**src/inc/assf_pkg.sv**
```systemverilog
// Constants and types for the axis sample status flag block
package assf_pkg;
   localparam int AXES = 3;
   localparam int AX_X = 0;
   localparam int AX_Y = 1;
   localparam int AX_Z = 2;

   // Sample status bit positions
   localparam int B_XNEW = 0;
   localparam int B_YNEW = 1;
   localparam int B_ZNEW = 2;
   localparam int B_ANYNEW = 3;
   localparam int B_XOVW = 4;
   localparam int B_YOVW = 5;
   localparam int B_ZOVW = 6;
   localparam int B_ALLOVW = 7;
   localparam int NEW_LSB = 0;
   localparam int OVW_LSB = 4;

   // Wishbone register byte addresses
   localparam logic [7:0] ADR_SAMPLE_STATUS = 8'h00;
   localparam logic [7:0] ADR_MODE = 8'h04;
   localparam logic [7:0] ADR_IRQ_STATUS = 8'h08;
   localparam logic [7:0] ADR_IRQ_MASK = 8'h0c;

   localparam logic [7:0] FLAGS_RESET = 8'h00;
   localparam logic [7:0] MASK_RESET = 8'h00;
   localparam logic [2:0] AXES_NONE = 3'h0;
   localparam logic [2:0] AXES_ALL = 3'h7;

   typedef enum logic [1:0] {
      ASSF_STANDBY = 2'b00,
      ASSF_READY = 2'b01,
      ASSF_ACTIVE = 2'b10
   } assf_mode_t;
endpackage

```
**src/assf_axis_flags.sv**
```systemverilog
// Per-axis new-sample and overwrite flag pair
`timescale 1ns/1ns
module assf_axis_flags
   import assf_pkg::*;
(
   // Clock and reset
   input wire logic clk_i,
   input wire logic rst_i,
   // Events
   input wire logic clear_all_i,
   input wire logic acq_i,
   input wire logic high_read_i,
   // Flags
   output logic new_o,
   output logic ovw_o
);
   logic new_reg;
   logic ovw_reg;

   // Set wins over the read clear in the same cycle
   always_ff @(posedge clk_i) begin
      if (rst_i || clear_all_i) begin
         new_reg <= 1'b0;
      end else if (acq_i) begin
         new_reg <= 1'b1;
      end else if (high_read_i) begin
         new_reg <= 1'b0;
      end
   end

   // A read in the same cycle as the new sample fetched the old one in time
   always_ff @(posedge clk_i) begin
      if (rst_i || clear_all_i) begin
         ovw_reg <= 1'b0;
      end else if (acq_i && new_reg && !high_read_i) begin
         ovw_reg <= 1'b1;
      end else if (high_read_i) begin
         ovw_reg <= 1'b0;
      end
   end

   assign new_o = new_reg;
   assign ovw_o = ovw_reg;
endmodule

```
**src/assf_top.sv**
```systemverilog
// Sample status flags with Wishbone registers and interrupt
`timescale 1ns/1ns
module assf_top
   import assf_pkg::*;
(
   // Clock and reset
   input wire logic clk_i,
   input wire logic rst_i,
   // Wishbone slave
   input wire logic cyc_i,
   input wire logic stb_i,
   input wire logic we_i,
   input wire logic [7:0] adr_i,
   input wire logic [3:0] sel_i,
   input wire logic [31:0] dat_i,
   output logic [31:0] dat_o,
   output logic ack_o,
   // Acquisition completions, one pulse per axis
   input wire logic acq_x_i,
   input wire logic acq_y_i,
   input wire logic acq_z_i,
   // Host reads of each axis high output byte
   input wire logic x_high_read_i,
   input wire logic y_high_read_i,
   input wire logic z_high_read_i,
   // Status
   output logic [7:0] sample_status_o,
   output logic [1:0] mode_o,
   output logic irq_o
);
   logic [2:0] acq_raw;
   logic [2:0] acq;
   logic [2:0] hrd;
   logic [2:0] axis_new;
   logic [2:0] axis_ovw;
   logic req;
   logic wr_stb;
   logic rd_stb;
   logic ack_reg;
   logic [31:0] dat_reg;
   logic [31:0] rd_mux;
   assf_mode_t mode_reg;
   assf_mode_t mode_next;
   logic mode_wr_ok;
   logic clear_all;
   logic any_new_reg;
   logic all_ovw_reg;
   logic [2:0] fetched_reg;
   logic [2:0] fetched_now;
   logic [2:0] arrived_reg;
   logic [2:0] arrived_now;
   logic all_fetched;
   logic set_complete;
   logic [7:0] flags;
   logic [7:0] flags_prev_reg;
   logic [7:0] rise;
   logic [7:0] irq_stat_reg;
   logic [7:0] irq_mask_reg;

   assign acq_raw = {acq_z_i, acq_y_i, acq_x_i};
   assign hrd = {z_high_read_i, y_high_read_i, x_high_read_i};

   // Samples only complete while the sensor is active
   assign acq = (mode_reg == ASSF_ACTIVE) ? acq_raw : AXES_NONE;

   // Bus decode; one-cycle ack, dropped the cycle after
   assign req = cyc_i && stb_i && !ack_reg;
   assign wr_stb = req && we_i;
   assign rd_stb = req && !we_i;

   always_ff @(posedge clk_i) begin
      if (rst_i) begin
         ack_reg <= 1'b0;
      end else begin
         ack_reg <= req;
      end
   end

   // Sample status has no write path at all
   always_comb begin
      rd_mux = 32'h0;
      unique case (adr_i)
         ADR_SAMPLE_STATUS: rd_mux[7:0] = flags;
         ADR_MODE: rd_mux[1:0] = mode_reg;
         ADR_IRQ_STATUS: rd_mux[7:0] = irq_stat_reg;
         ADR_IRQ_MASK: rd_mux[7:0] = irq_mask_reg;
         default: rd_mux = 32'h0;
      endcase
   end

   always_ff @(posedge clk_i) begin
      if (rst_i) begin
         dat_reg <= 32'h0;
      end else if (rd_stb) begin
         dat_reg <= rd_mux;
      end
   end

   // Mode control; the unused code is refused and the mode kept
   always_comb begin
      mode_next = mode_reg;
      mode_wr_ok = 1'b0;
      if (wr_stb && sel_i[0] && adr_i == ADR_MODE) begin
         unique case (dat_i[1:0])
            ASSF_STANDBY: mode_wr_ok = 1'b1;
            ASSF_READY: mode_wr_ok = 1'b1;
            ASSF_ACTIVE: mode_wr_ok = 1'b1;
            default: mode_wr_ok = 1'b0;
         endcase
         if (mode_wr_ok) begin
            mode_next = assf_mode_t'(dat_i[1:0]);
         end
      end
   end

   always_ff @(posedge clk_i) begin
      if (rst_i) begin
         mode_reg <= ASSF_STANDBY;
      end else begin
         mode_reg <= mode_next;
      end
   end

   // Entry into active from standby or ready
   assign clear_all = (mode_next == ASSF_ACTIVE) && (mode_reg != ASSF_ACTIVE);

   // Per-axis flag cells
   assf_axis_flags u_x (
      .clk_i(clk_i),
      .rst_i(rst_i),
      .clear_all_i(clear_all),
      .acq_i(acq[AX_X]),
      .high_read_i(hrd[AX_X]),
      .new_o(axis_new[AX_X]),
      .ovw_o(axis_ovw[AX_X])
   );

   assf_axis_flags u_y (
      .clk_i(clk_i),
      .rst_i(rst_i),
      .clear_all_i(clear_all),
      .acq_i(acq[AX_Y]),
      .high_read_i(hrd[AX_Y]),
      .new_o(axis_new[AX_Y]),
      .ovw_o(axis_ovw[AX_Y])
   );

   assf_axis_flags u_z (
      .clk_i(clk_i),
      .rst_i(rst_i),
      .clear_all_i(clear_all),
      .acq_i(acq[AX_Z]),
      .high_read_i(hrd[AX_Z]),
      .new_o(axis_new[AX_Z]),
      .ovw_o(axis_ovw[AX_Z])
   );

   // High bytes fetched since each axis last delivered a sample
   assign fetched_now = (fetched_reg & ~acq) | hrd;
   assign all_fetched = (fetched_now == AXES_ALL);

   always_ff @(posedge clk_i) begin
      if (rst_i || clear_all) begin
         fetched_reg <= AXES_NONE;
      end else if (all_fetched) begin
         fetched_reg <= AXES_NONE;
      end else begin
         fetched_reg <= fetched_now;
      end
   end

   // Combined flag; a fresh sample in the clearing cycle keeps it set
   always_ff @(posedge clk_i) begin
      if (rst_i || clear_all) begin
         any_new_reg <= 1'b0;
      end else if (acq != AXES_NONE) begin
         any_new_reg <= 1'b1;
      end else if (all_fetched) begin
         any_new_reg <= 1'b0;
      end
   end

   // Axes delivered toward the next complete set
   assign arrived_now = arrived_reg | acq;
   assign set_complete = (arrived_now == AXES_ALL);

   always_ff @(posedge clk_i) begin
      if (rst_i || clear_all) begin
         arrived_reg <= AXES_NONE;
      end else if (set_complete) begin
         arrived_reg <= AXES_NONE;
      end else begin
         arrived_reg <= arrived_now;
      end
   end

   // Whole set replaced while the earlier one was still unfetched
   always_ff @(posedge clk_i) begin
      if (rst_i || clear_all) begin
         all_ovw_reg <= 1'b0;
      end else if (set_complete && any_new_reg && !all_fetched) begin
         all_ovw_reg <= 1'b1;
      end else if (all_fetched) begin
         all_ovw_reg <= 1'b0;
      end
   end

   // Sample status layout
   always_comb begin
      flags = FLAGS_RESET;
      flags[B_ALLOVW] = all_ovw_reg;
      flags[B_ZOVW] = axis_ovw[AX_Z];
      flags[B_YOVW] = axis_ovw[AX_Y];
      flags[B_XOVW] = axis_ovw[AX_X];
      flags[B_ANYNEW] = any_new_reg;
      flags[B_ZNEW] = axis_new[AX_Z];
      flags[B_YNEW] = axis_new[AX_Y];
      flags[B_XNEW] = axis_new[AX_X];
   end

   // Interrupt events are flag rises
   always_ff @(posedge clk_i) begin
      if (rst_i) begin
         flags_prev_reg <= FLAGS_RESET;
      end else begin
         flags_prev_reg <= flags;
      end
   end

   assign rise = flags & ~flags_prev_reg;

   // Write one to clear; a rise in the same cycle wins
   always_ff @(posedge clk_i) begin
      if (rst_i) begin
         irq_stat_reg <= FLAGS_RESET;
      end else if (wr_stb && sel_i[0] && adr_i == ADR_IRQ_STATUS) begin
         irq_stat_reg <= (irq_stat_reg & ~dat_i[7:0]) | rise;
      end else begin
         irq_stat_reg <= irq_stat_reg | rise;
      end
   end

   always_ff @(posedge clk_i) begin
      if (rst_i) begin
         irq_mask_reg <= MASK_RESET;
      end else if (wr_stb && sel_i[0] && adr_i == ADR_IRQ_MASK) begin
         irq_mask_reg <= dat_i[7:0];
      end
   end

   // Outputs
   assign irq_o = |(irq_stat_reg & irq_mask_reg);
   assign sample_status_o = flags;
   assign mode_o = mode_reg;
   assign dat_o = dat_reg;
   assign ack_o = ack_reg;
endmodule

```
**config.mk**
```make
export PLATFORM = sky130hd
export DESIGN_NAME = assf_top
export DESIGN_NICKNAME = d
export VERILOG_FILES = /design/src/inc/assf_pkg.sv /design/src/assf_axis_flags.sv /design/src/assf_top.sv
export SDC_FILE = /design/constraint.sdc
export NUM_CORES = 1
export LEC_CHECK = 0
export BUFFER_PORTS_ARGS = -buffer_cell sky130_fd_sc_hd__buf_4
export CAP_MARGIN = 25
export CORE_MARGIN = 1.5
export CORE_UTILIZATION = 49
export CTS_BUF_LIST = sky130_fd_sc_hd__clkbuf_4
export DETAILED_ROUTE_END_ITERATION = 16
export GPL_TIMING_DRIVEN = 0
export PLACE_DENSITY = 0.82
export SYNTH_ARGS = -nofsm -noshare
export SYNTH_HDL_FRONTEND = slang
export SYNTH_SLANG_ARGS = --single-unit
```
**constraint.sdc**
```tcl
create_clock -name clk_i -period 1.85 [get_ports clk_i]
set_input_delay 0.37 -clock clk_i [delete_from_list [all_inputs] [get_ports clk_i]]
set_output_delay 0.37 -clock clk_i [all_outputs]
set_load 0.01 [all_outputs]
```
==> results of run 1 <==
cells in the mapped netlist (2+ instances only):
library cell and count:
sky130_fd_sc_hd__a21oi_1 29, sky130_fd_sc_hd__a22oi_1 10, sky130_fd_sc_hd__a31oi_1 3, sky130_fd_sc_hd__buf_2 2
sky130_fd_sc_hd__buf_4 32, sky130_fd_sc_hd__clkbuf_1 9, sky130_fd_sc_hd__dfxtp_1 49, sky130_fd_sc_hd__inv_1 2
sky130_fd_sc_hd__mux2i_1 6, sky130_fd_sc_hd__mux4_2 2, sky130_fd_sc_hd__nand2_1 5, sky130_fd_sc_hd__nand2b_1 6
sky130_fd_sc_hd__nand3_1 10, sky130_fd_sc_hd__nand3b_1 4, sky130_fd_sc_hd__nor2_1 10, sky130_fd_sc_hd__nor2b_1 24
sky130_fd_sc_hd__nor3_1 12, sky130_fd_sc_hd__o21ai_0 16, sky130_fd_sc_hd__o221a_2 2, sky130_fd_sc_hd__o2bb2ai_1 6
sky130_fd_sc_hd__o31ai_1 2
power groups by stage:
| stage | Sequential [mW] | Clock, mW | Combinational (mW) |
|---|---|---|---|
| finish | 1.06 | 0.597 | 0.211 |
| global route | 1.07 | 0.654 | 0.230 |
| CTS | 1.06 | 0.609 | 0.209 |
| detailed placement | 1.09 | 0 | 0.208 |
| global placement | 1.09 | 0 | 0.206 |
| floorplan | 1.09 | 0 | 0.132 |
cell usage in the layout, fill, tap and decap left out, types with 6 or more instances in the layout:
cell type and count:
sky130_fd_sc_hd__a21oi_1 29, sky130_fd_sc_hd__a22oi_1 10, sky130_fd_sc_hd__buf_4 78, sky130_fd_sc_hd__clkbuf_1 9
sky130_fd_sc_hd__conb_1 24, sky130_fd_sc_hd__dfxtp_1 49, sky130_fd_sc_hd__mux2i_1 6, sky130_fd_sc_hd__nand2b_1 6
sky130_fd_sc_hd__nand3_1 10, sky130_fd_sc_hd__nor2_1 10, sky130_fd_sc_hd__nor2b_1 24, sky130_fd_sc_hd__nor3_1 12
sky130_fd_sc_hd__o21ai_0 16, sky130_fd_sc_hd__o2bb2ai_1 6
worst reg2reg max path, stage by stage, from the launching register on:
cell and delay [ps]:
sky130_fd_sc_hd__dfxtp_1 350, sky130_fd_sc_hd__and3b_1 240, sky130_fd_sc_hd__nand4_2 180, sky130_fd_sc_hd__o41ai_4 550
sky130_fd_sc_hd__buf_6 210, sky130_fd_sc_hd__nor3_1 60
stage by stage:
stage	cells	setup WS [ps]	util [%]	power (mW)
3_5_place_dp	384	-68.0	61.3	1.30
4_1_cts	391	108	62.8	1.88
6_report	391	168	62.8	1.87
3_3_place_gp	384	-47.3	61.3	1.29
2_1_floorplan	284	306	-	1.22
5_1_grt	391	41.4	62.8	1.95
metal layers:
layer	vias to the layer above	track usage [%]	part of all wire [%]
li1	1034	-	-
met1	945	27.3	46
met2	66	35.2	47
met3	9	3.87	5.4
met4	0	6.92	1.4
met5	-	0	0
worst max-delay path by stage:
stage and endpoint:
6_report fetched_reg[0]$_SDFF_PP0_, 5_1_grt u_x.ovw_o$_SDFFE_PP0P_, 4_1_cts fetched_reg[0]$_SDFF_PP0_, 3_5_place_dp irq_stat_reg[0]$_SDFF_PP0_, 3_3_place_gp irq_stat_reg[7]$_SDFF_PP0_, 2_1_floorplan fetched_reg[0]$_SDFF_PP0_
cells by family after synthesis:
group                  synth area share (%)
buffers and inverters                  12.7
flip-flops                             41.3
AO/OA/AOI/OAI                          19.3
multiplexers                           4.42
AND/OR/NAND/NOR                        22.1
other                                 0.158
what timing repair did:
| action | in CTS | in global routing |
|---|---|---|
| setup buffers | 0 | 0 |
| setup endpoints to repair | 0 | 3 |
| resized for setup | 0 | 0 |
cell type report:
type	instances	area share [%]
timing repair buffer	46	11.7
tap	54	2.29
clock buffer	5	1.27
inverter	2	0.255
buffer	44	10.0
sequential	49	33.3
clock inverter	2	1.19
multi-input combinational	189	40.0
==> out/qor.tcl, run 1 <==
set qor(setup.reg_to_reg.worst_slack_ps) 170
set qor(reg2reg_depth) 5
set qor(maximum_number_of_pins_on_one_net_before_global_route_repair) 15
set qor(wire_length_of_the_first_global_routing_pass_um) 8650
set qor(final_min_period_over_clock_period_pct) 90.9
set qor(antenna_violations_before_repair) 0
set qor(grt_remaining_overflow) 0
set qor(fp.dieH_um) 72.6
set qor(synthFlopType) {sky130_fd_sc_hd__dfxtp_1}
set qor(critPathTopFamily) {compound AO/OA/AOI/OAI gates}
set qor(yosysUniqueCellTypes) 41
set qor(slew-limit-headroom_pct) 57.6
set qor(post_synth_inst_count) 261
set qor(min_to) {u_y.ovw_o$_SDFFE_PP0P_}
set qor(switching_share_pct) 23.2
set qor(reg2reg_to) {fetched_reg[0]$_SDFF_PP0_}
set qor(timing_worst_slew_pin_value_ps) 634
set qor(netlist.top_cell.by_area) {sky130_fd_sc_hd__dfxtp_1}
set qor(remaining_drc_errors) 0
set qor(fill_cells) 392
set qor(intPower_mw) 1.44
set qor(pwr-share-seq_pct) 56.8
set qor(timing.max_cap.violations) 0
set qor(routabilityCongestion) 0.843
set qor(yosysSeqAreaShare_pct) 41.3
set qor(synth-warning-count) 0
set qor(routedWlPerCell_um) 13.4
set qor(bufs_and_invs_on_worst_path) 1
set qor(ff_latch_area_sq_um) 981
set qor(fin_hold_ws_ps) 163
set qor(synth.top_cell.area_share_pct) 41.3
set qor(yosys_register_bits) 49
set qor(worstHoldPathType) {in -> reg}
set qor(place.port_buffers) 46
set qor(post_dp_cell_area_sq_um) 2880
set qor(syn_area_sq_um) 2380
set qor(cts_hold_buf) 0
set qor(worst_ir_drop_vdd_mv) 0.500
set qor(drt_iter0_markers) 89
set qor(vias_in_the_first_global_route) 1851
set qor(power.combinational.fraction_pct) 11.3
set qor(worst-endpoint-arrival_ps) 1940
set qor(max_freq_ghz) 0.595
set qor(timing_worst_setup_path_type) {reg -> reg}
set qor(synth-edff-count) 0
set qor(max-clock-path-buffers) 2
set qor(timing.rr.start) {ack_o$_SDFF_PP0_}
set qor(rsz0062_at_grt) {no}
set qor(via_per_inst) 5.25
set qor(overall_global_routing_resource_usage_pct) 21.0
set qor(die-width_um) 72.6
set qor(initial_core_util_pct) 50.6
set qor(n_antenna_cell) 0
set qor(layout-area-overhead-vs-synth_pct) 24.1
set qor(drt_first_pass_iters) 4
set qor(tritoncts_num_sinks) 49
set qor(antenna_violating_nets_post_route) 0
set qor(die_footprint_sq_um) 5280
set qor(outcome) {finished, final reports clean}
set qor(ordered_list_of_cells_on_the_worst_path) {and3b_1 > nand4_2 > o41ai_4 > buf_6 > nor3_1}
set qor(cp_data_required_time_ps) 2110
set qor(top_level_ports) 99
set qor(finish.instance_area_sq_um) 2950
set qor(hpwl_um) 3960
set qor(synth_area_leaders) {sky130_fd_sc_hd__dfxtp_1, sky130_fd_sc_hd__buf_4, sky130_fd_sc_hd__nor2b_1, sky130_fd_sc_hd__a21oi_1, sky130_fd_sc_hd__o21ai_0}
set qor(timing.final.max_slew_violations) 0
set qor(num_cts_buffers) 5
set qor(syn_area_per_cell_sq_um) 9.10
set qor(final-setup-viol-count) 0
set qor(final_nets) 392
set qor(netSwitchingPower_mw) 0.433
set qor(final_hold_violation_count) 0
set qor(worst_setup_path_start_kind) {flop}
set qor(worst_skew_pair.late_latency_ps) 370
set qor(core_sq_um) 4690
set qor(leakage_nw) 1.27
set qor(worstSetupEndpointType) {flop}
set qor(worst_hold_startpoint) {y_high_read_i}
set qor(finClkSkew_ps) 16.3
set qor(clock_tree_from_tritoncts) {done}
set qor(worst_path_max_delay_cell) {sky130_fd_sc_hd__o41ai_4}
set qor(setup_tns_ps) 0
set qor(multi_input_area_sq_um) 1180
set qor(finalCriticalPeriod_ps) 1680
set qor(cts_htree_levels) 2
set qor(synth-async-reset-ratio_pct) 0
set qor(cts_root_buf) {sky130_fd_sc_hd__clkbuf_4}
set qor(worstSetupStartpoint) {ack_o$_SDFF_PP0_}
set qor(core.rowCount) 25
set qor(share_clk_of_total_power_pct) 31.9
set qor(clk_transition_reported_paths_ps) 130
set qor(critical_path_cell_count) 5
set qor(vias) 2054
set qor(min_path_cells) 2
set qor(postRouteWirelength_um) 5250
set qor(final_layout_size_suffix_gt1_share_pct) 29.7
set qor(p_per_cell_area_nw_per_um2) 635
set qor(max_stage_delay_ps) 540
set qor(worst-path-max-fanout) 10
Note: power is estimated with default switching activity, not from simulation.
==> inputs of run 2 (changes only) <==
- CTS_CLUSTER_SIZE: unset -> 16
- SYNTH_HIERARCHICAL: unset -> 1
==> out/qor.tcl, run 2 <==
set qor(cp_data_required_time_ps) 2140 ;# was 2110 ps
set qor(antenna_violations_before_repair) 0 ;# unchanged
set qor(tritoncts_num_sinks) 49 ;# unchanged
set qor(slew-limit-headroom_pct) 65.9 ;# was 57.6%
set qor(core_sq_um) 4690 ;# unchanged
set qor(clock_tree_from_tritoncts) {done} ;# unchanged
set qor(finClkSkew_ps) 10.7 ;# was 16.3 ps
set qor(min_path_cells) 2 ;# unchanged
set qor(clk_transition_reported_paths_ps) 150 ;# was 130 ps
set qor(synth.top_cell.area_share_pct) 41.4 ;# was 41.3%
set qor(vias_in_the_first_global_route) 1851 ;# unchanged
set qor(initial_core_util_pct) 50.5 ;# was 50.6%
set qor(die-width_um) 72.6 ;# about the same
set qor(synthFlopType) {sky130_fd_sc_hd__dfxtp_1} ;# unchanged
set qor(post_synth_inst_count) 259 ;# was 261
set qor(worst_ir_drop_vdd_mv) 0.412 ;# was 0.500 mV
set qor(reg2reg_depth) 7 ;# was 5
set qor(timing_worst_setup_path_type) {reg -> reg} ;# unchanged
set qor(syn_area_per_cell_sq_um) 9.15 ;# was 9.10 sq um
set qor(fill_cells) 413 ;# was 392
set qor(worstSetupEndpointType) {flop} ;# unchanged
set qor(syn_area_sq_um) 2370 ;# was 2380 sq um
set qor(core.rowCount) 25 ;# unchanged
set qor(post_dp_cell_area_sq_um) 2880 ;# about the same
set qor(worst-endpoint-arrival_ps) 2040 ;# was 1940 ps
set qor(remaining_drc_errors) 0 ;# unchanged
set qor(cts_root_buf) {sky130_fd_sc_hd__clkbuf_4} ;# unchanged
set qor(worst-path-max-fanout) 9 ;# was 10
set qor(top_level_ports) 99 ;# unchanged
set qor(routedWlPerCell_um) 14.1 ;# was 13.4 um
set qor(via_per_inst) 5.28 ;# was 5.25
set qor(hpwl_um) 4180 ;# was 3960 um
set qor(final-setup-viol-count) 0 ;# unchanged
set qor(cts_htree_levels) 2 ;# unchanged
set qor(fp.dieH_um) 72.6 ;# about the same
set qor(timing.rr.start) {ack_o$_SDFF_PP0_} ;# unchanged
set qor(most_common_library_cell_in_the_layout_ignoring_fill_and_taps) {sky130_fd_sc_hd__buf_4} ;# unchanged
set qor(place.port_buffers) 47 ;# was 46
set qor(vias) 2065 ;# was 2054
set qor(report.power.total_mw) 1.91 ;# was 1.87 mW
set qor(final_min_period_over_clock_period_pct) 95.0 ;# was 90.9%
set qor(p_per_cell_area_nw_per_um2) 646 ;# was 635 nW/um^2
set qor(worstSetupStartpoint) {ack_o$_SDFF_PP0_} ;# unchanged
set qor(ff_latch_area_sq_um) 981 ;# unchanged
set qor(timing.max_cap.violations) 0 ;# unchanged
set qor(synth-edff-count) 0 ;# unchanged
set qor(worstHoldPathType) {in -> reg} ;# unchanged
set qor(routabilityCongestion) 0.831 ;# was 0.843
set qor(yosys.cell_count.top_type) {sky130_fd_sc_hd__dfxtp_1} ;# unchanged
set qor(cts_hold_buf) 0 ;# unchanged
set qor(yosysUniqueCellTypes) 42 ;# was 41
set qor(yosys_register_bits) 49 ;# unchanged
set qor(postRouteWirelength_um) 5500 ;# was 5250 um
set qor(overall_global_routing_resource_usage_pct) 21.3 ;# was 21.0%
set qor(final_layout_size_suffix_gt1_share_pct) 29.4 ;# was 29.7%
set qor(netlist.top_cell.by_area) {sky130_fd_sc_hd__dfxtp_1} ;# unchanged
set qor(maximum_number_of_pins_on_one_net_before_global_route_repair) 16 ;# was 15
set qor(worst_hold_startpoint) {x_high_read_i} ;# was y_high_read_i
set qor(synth-async-reset-ratio_pct) 0 ;# unchanged
set qor(worst_setup_path_start_kind) {flop} ;# unchanged
set qor(worst_skew_pair.late_latency_ps) 380 ;# was 370 ps
set qor(max-clock-path-buffers) 2 ;# unchanged
set qor(outcome) {finished, final reports clean} ;# unchanged
set qor(leakage_nw) 1.29 ;# was 1.27 nW
set qor(drt_first_pass_iters) 4 ;# unchanged
set qor(drt_iter0_markers) 94 ;# was 89
set qor(synthTopCellsByCount) {sky130_fd_sc_hd__dfxtp_1, sky130_fd_sc_hd__a21oi_1, sky130_fd_sc_hd__nor2b_1} ;# was sky130_fd_sc_hd__dfxtp_1, sky130_fd_sc_hd__buf_4, sky130_fd_sc_hd__a21oi_1
set qor(final_hold_violation_count) 0 ;# unchanged
set qor(num_cts_buffers) 5 ;# unchanged
set qor(rsz0062_at_grt) {no} ;# unchanged
set qor(die_footprint_sq_um) 5260 ;# was 5280 sq um
set qor(mostFrequentLayoutCells) {sky130_fd_sc_hd__buf_4, sky130_fd_sc_hd__dfxtp_1, sky130_fd_sc_hd__a21oi_1} ;# unchanged
set qor(yosysSeqAreaShare_pct) 41.4 ;# was 41.3%
set qor(max_freq_ghz) 0.569 ;# was 0.595 GHz
set qor(finalCriticalPeriod_ps) 1760 ;# was 1680 ps
set qor(final_nets) 391 ;# was 392
set qor(synth-warning-count) 6 ;# was 0
set qor(antenna_violating_nets_post_route) 0 ;# unchanged
set qor(grt_remaining_overflow) 0 ;# unchanged
set qor(timing.final.max_slew_violations) 0 ;# unchanged
set qor(multi_input_area_sq_um) 1210 ;# was 1180 sq um
set qor(timing_worst_slew_pin_value_ps) 511 ;# was 634 ps
set qor(finish.instance_area_sq_um) 2960 ;# was 2950 sq um
set qor(wire_length_of_the_first_global_routing_pass_um) 8600 ;# was 8650 um
set qor(n_antenna_cell) 0 ;# unchanged
set qor(layout-area-overhead-vs-synth_pct) 24.8 ;# was 24.1%
set qor(synth_area_leaders) {sky130_fd_sc_hd__dfxtp_1, sky130_fd_sc_hd__buf_4, sky130_fd_sc_hd__nor2b_1, sky130_fd_sc_hd__a21oi_1, sky130_fd_sc_hd__o21ai_0} ;# unchanged
==> run 2: metrics by stage <==
step	setup TNS (ps)	hold slack (ps)	utilization [%]	std cells	setup slack [ps]
4_1_cts	0	143	63.1	391	110
5_1_grt	0	135	63.1	391	41.3
6_report	0	146	63.1	391	92.0
3_5_place_dp	-2310	447	61.3	383	-349
3_3_place_gp	-1970	441	61.3	383	-294
2_1_floorplan	0	436	-	282	37.8
==> run 2: cell type report <==
class                           count  share of cell area, %
Inverter                            5                  0.634
Clock buffer                        5                   1.27
Buffer                             37                   8.37
Tap cell                           54                   2.28
Multi-Input combinational cell    191                   41.0
Sequential cell                    49                   33.2
Timing Repair Buffer               47                   11.9
Clock inverter                      3                   1.40
==> run 2: layer usage <==
metal | routed length (um) | GRT usage, % | up-vias
li1 | - | - | 1031
met1 | 2410 | 26.2 | 953
met5 | 0 | 0 | -
met4 | 70 | 6.92 | 0
met2 | 2680 | 37.5 | 74
met3 | 334 | 3.75 | 7
==> run 2: timing repair <==
item / in CTS / in global routing
setup buffers: 0 / 0
setup endpoints to repair: 3 / 0
resized for setup: 1 / 0
==> run 2: path summary, 6_finish.rpt <==
check / endpoint / slack, ps
worst max register to register: u_y/new_o$_SDFFE_PP0P_ / 90
worst min register to register: dat_o[1]$_SDFFE_PP0P_ / 460
worst max-delay path: u_y/new_o$_SDFFE_PP0P_ / 90
worst min-delay path: u_x/ovw_o$_SDFFE_PP0P_ / 150
==> run 2: kinds of logic (layout without fill, tap and decap cells) <==
| kind of cell | after synthesis | after routing | synth area share (%) |
|---|---|---|---|
| AND/OR/NAND/NOR | 86 | 86 | 24.0 |
| AO/OA/AOI/OAI | 73 | 73 | 18.8 |
| flip-flops | 49 | 49 | 41.4 |
| buffers and inverters | 42 | 97 | 11.2 |
| multiplexers | 8 | 8 | 4.43 |
| other | 1 | 24 | 0.158 |
==> run 2: worst max-delay path, cell delays in order (launching register included) <==
cell and delay, ps:
sky130_fd_sc_hd__dfxtp_1 350, sky130_fd_sc_hd__and3b_1 340, sky130_fd_sc_hd__and4_1 270, sky130_fd_sc_hd__buf_6 160, sky130_fd_sc_hd__nand2_4 60, sky130_fd_sc_hd__nor2_2 290
sky130_fd_sc_hd__nor2_1 90, sky130_fd_sc_hd__o21a_1 110
==> run 2: report_power, final <==
part	total, mW	internal (mW)	switching (mW)
Clock	0.636	0.280	0.356
Sequential	1.06	1.06	0.00184
Combinational	0.211	0.0998	0.111
Total	1.91	1.44	0.469
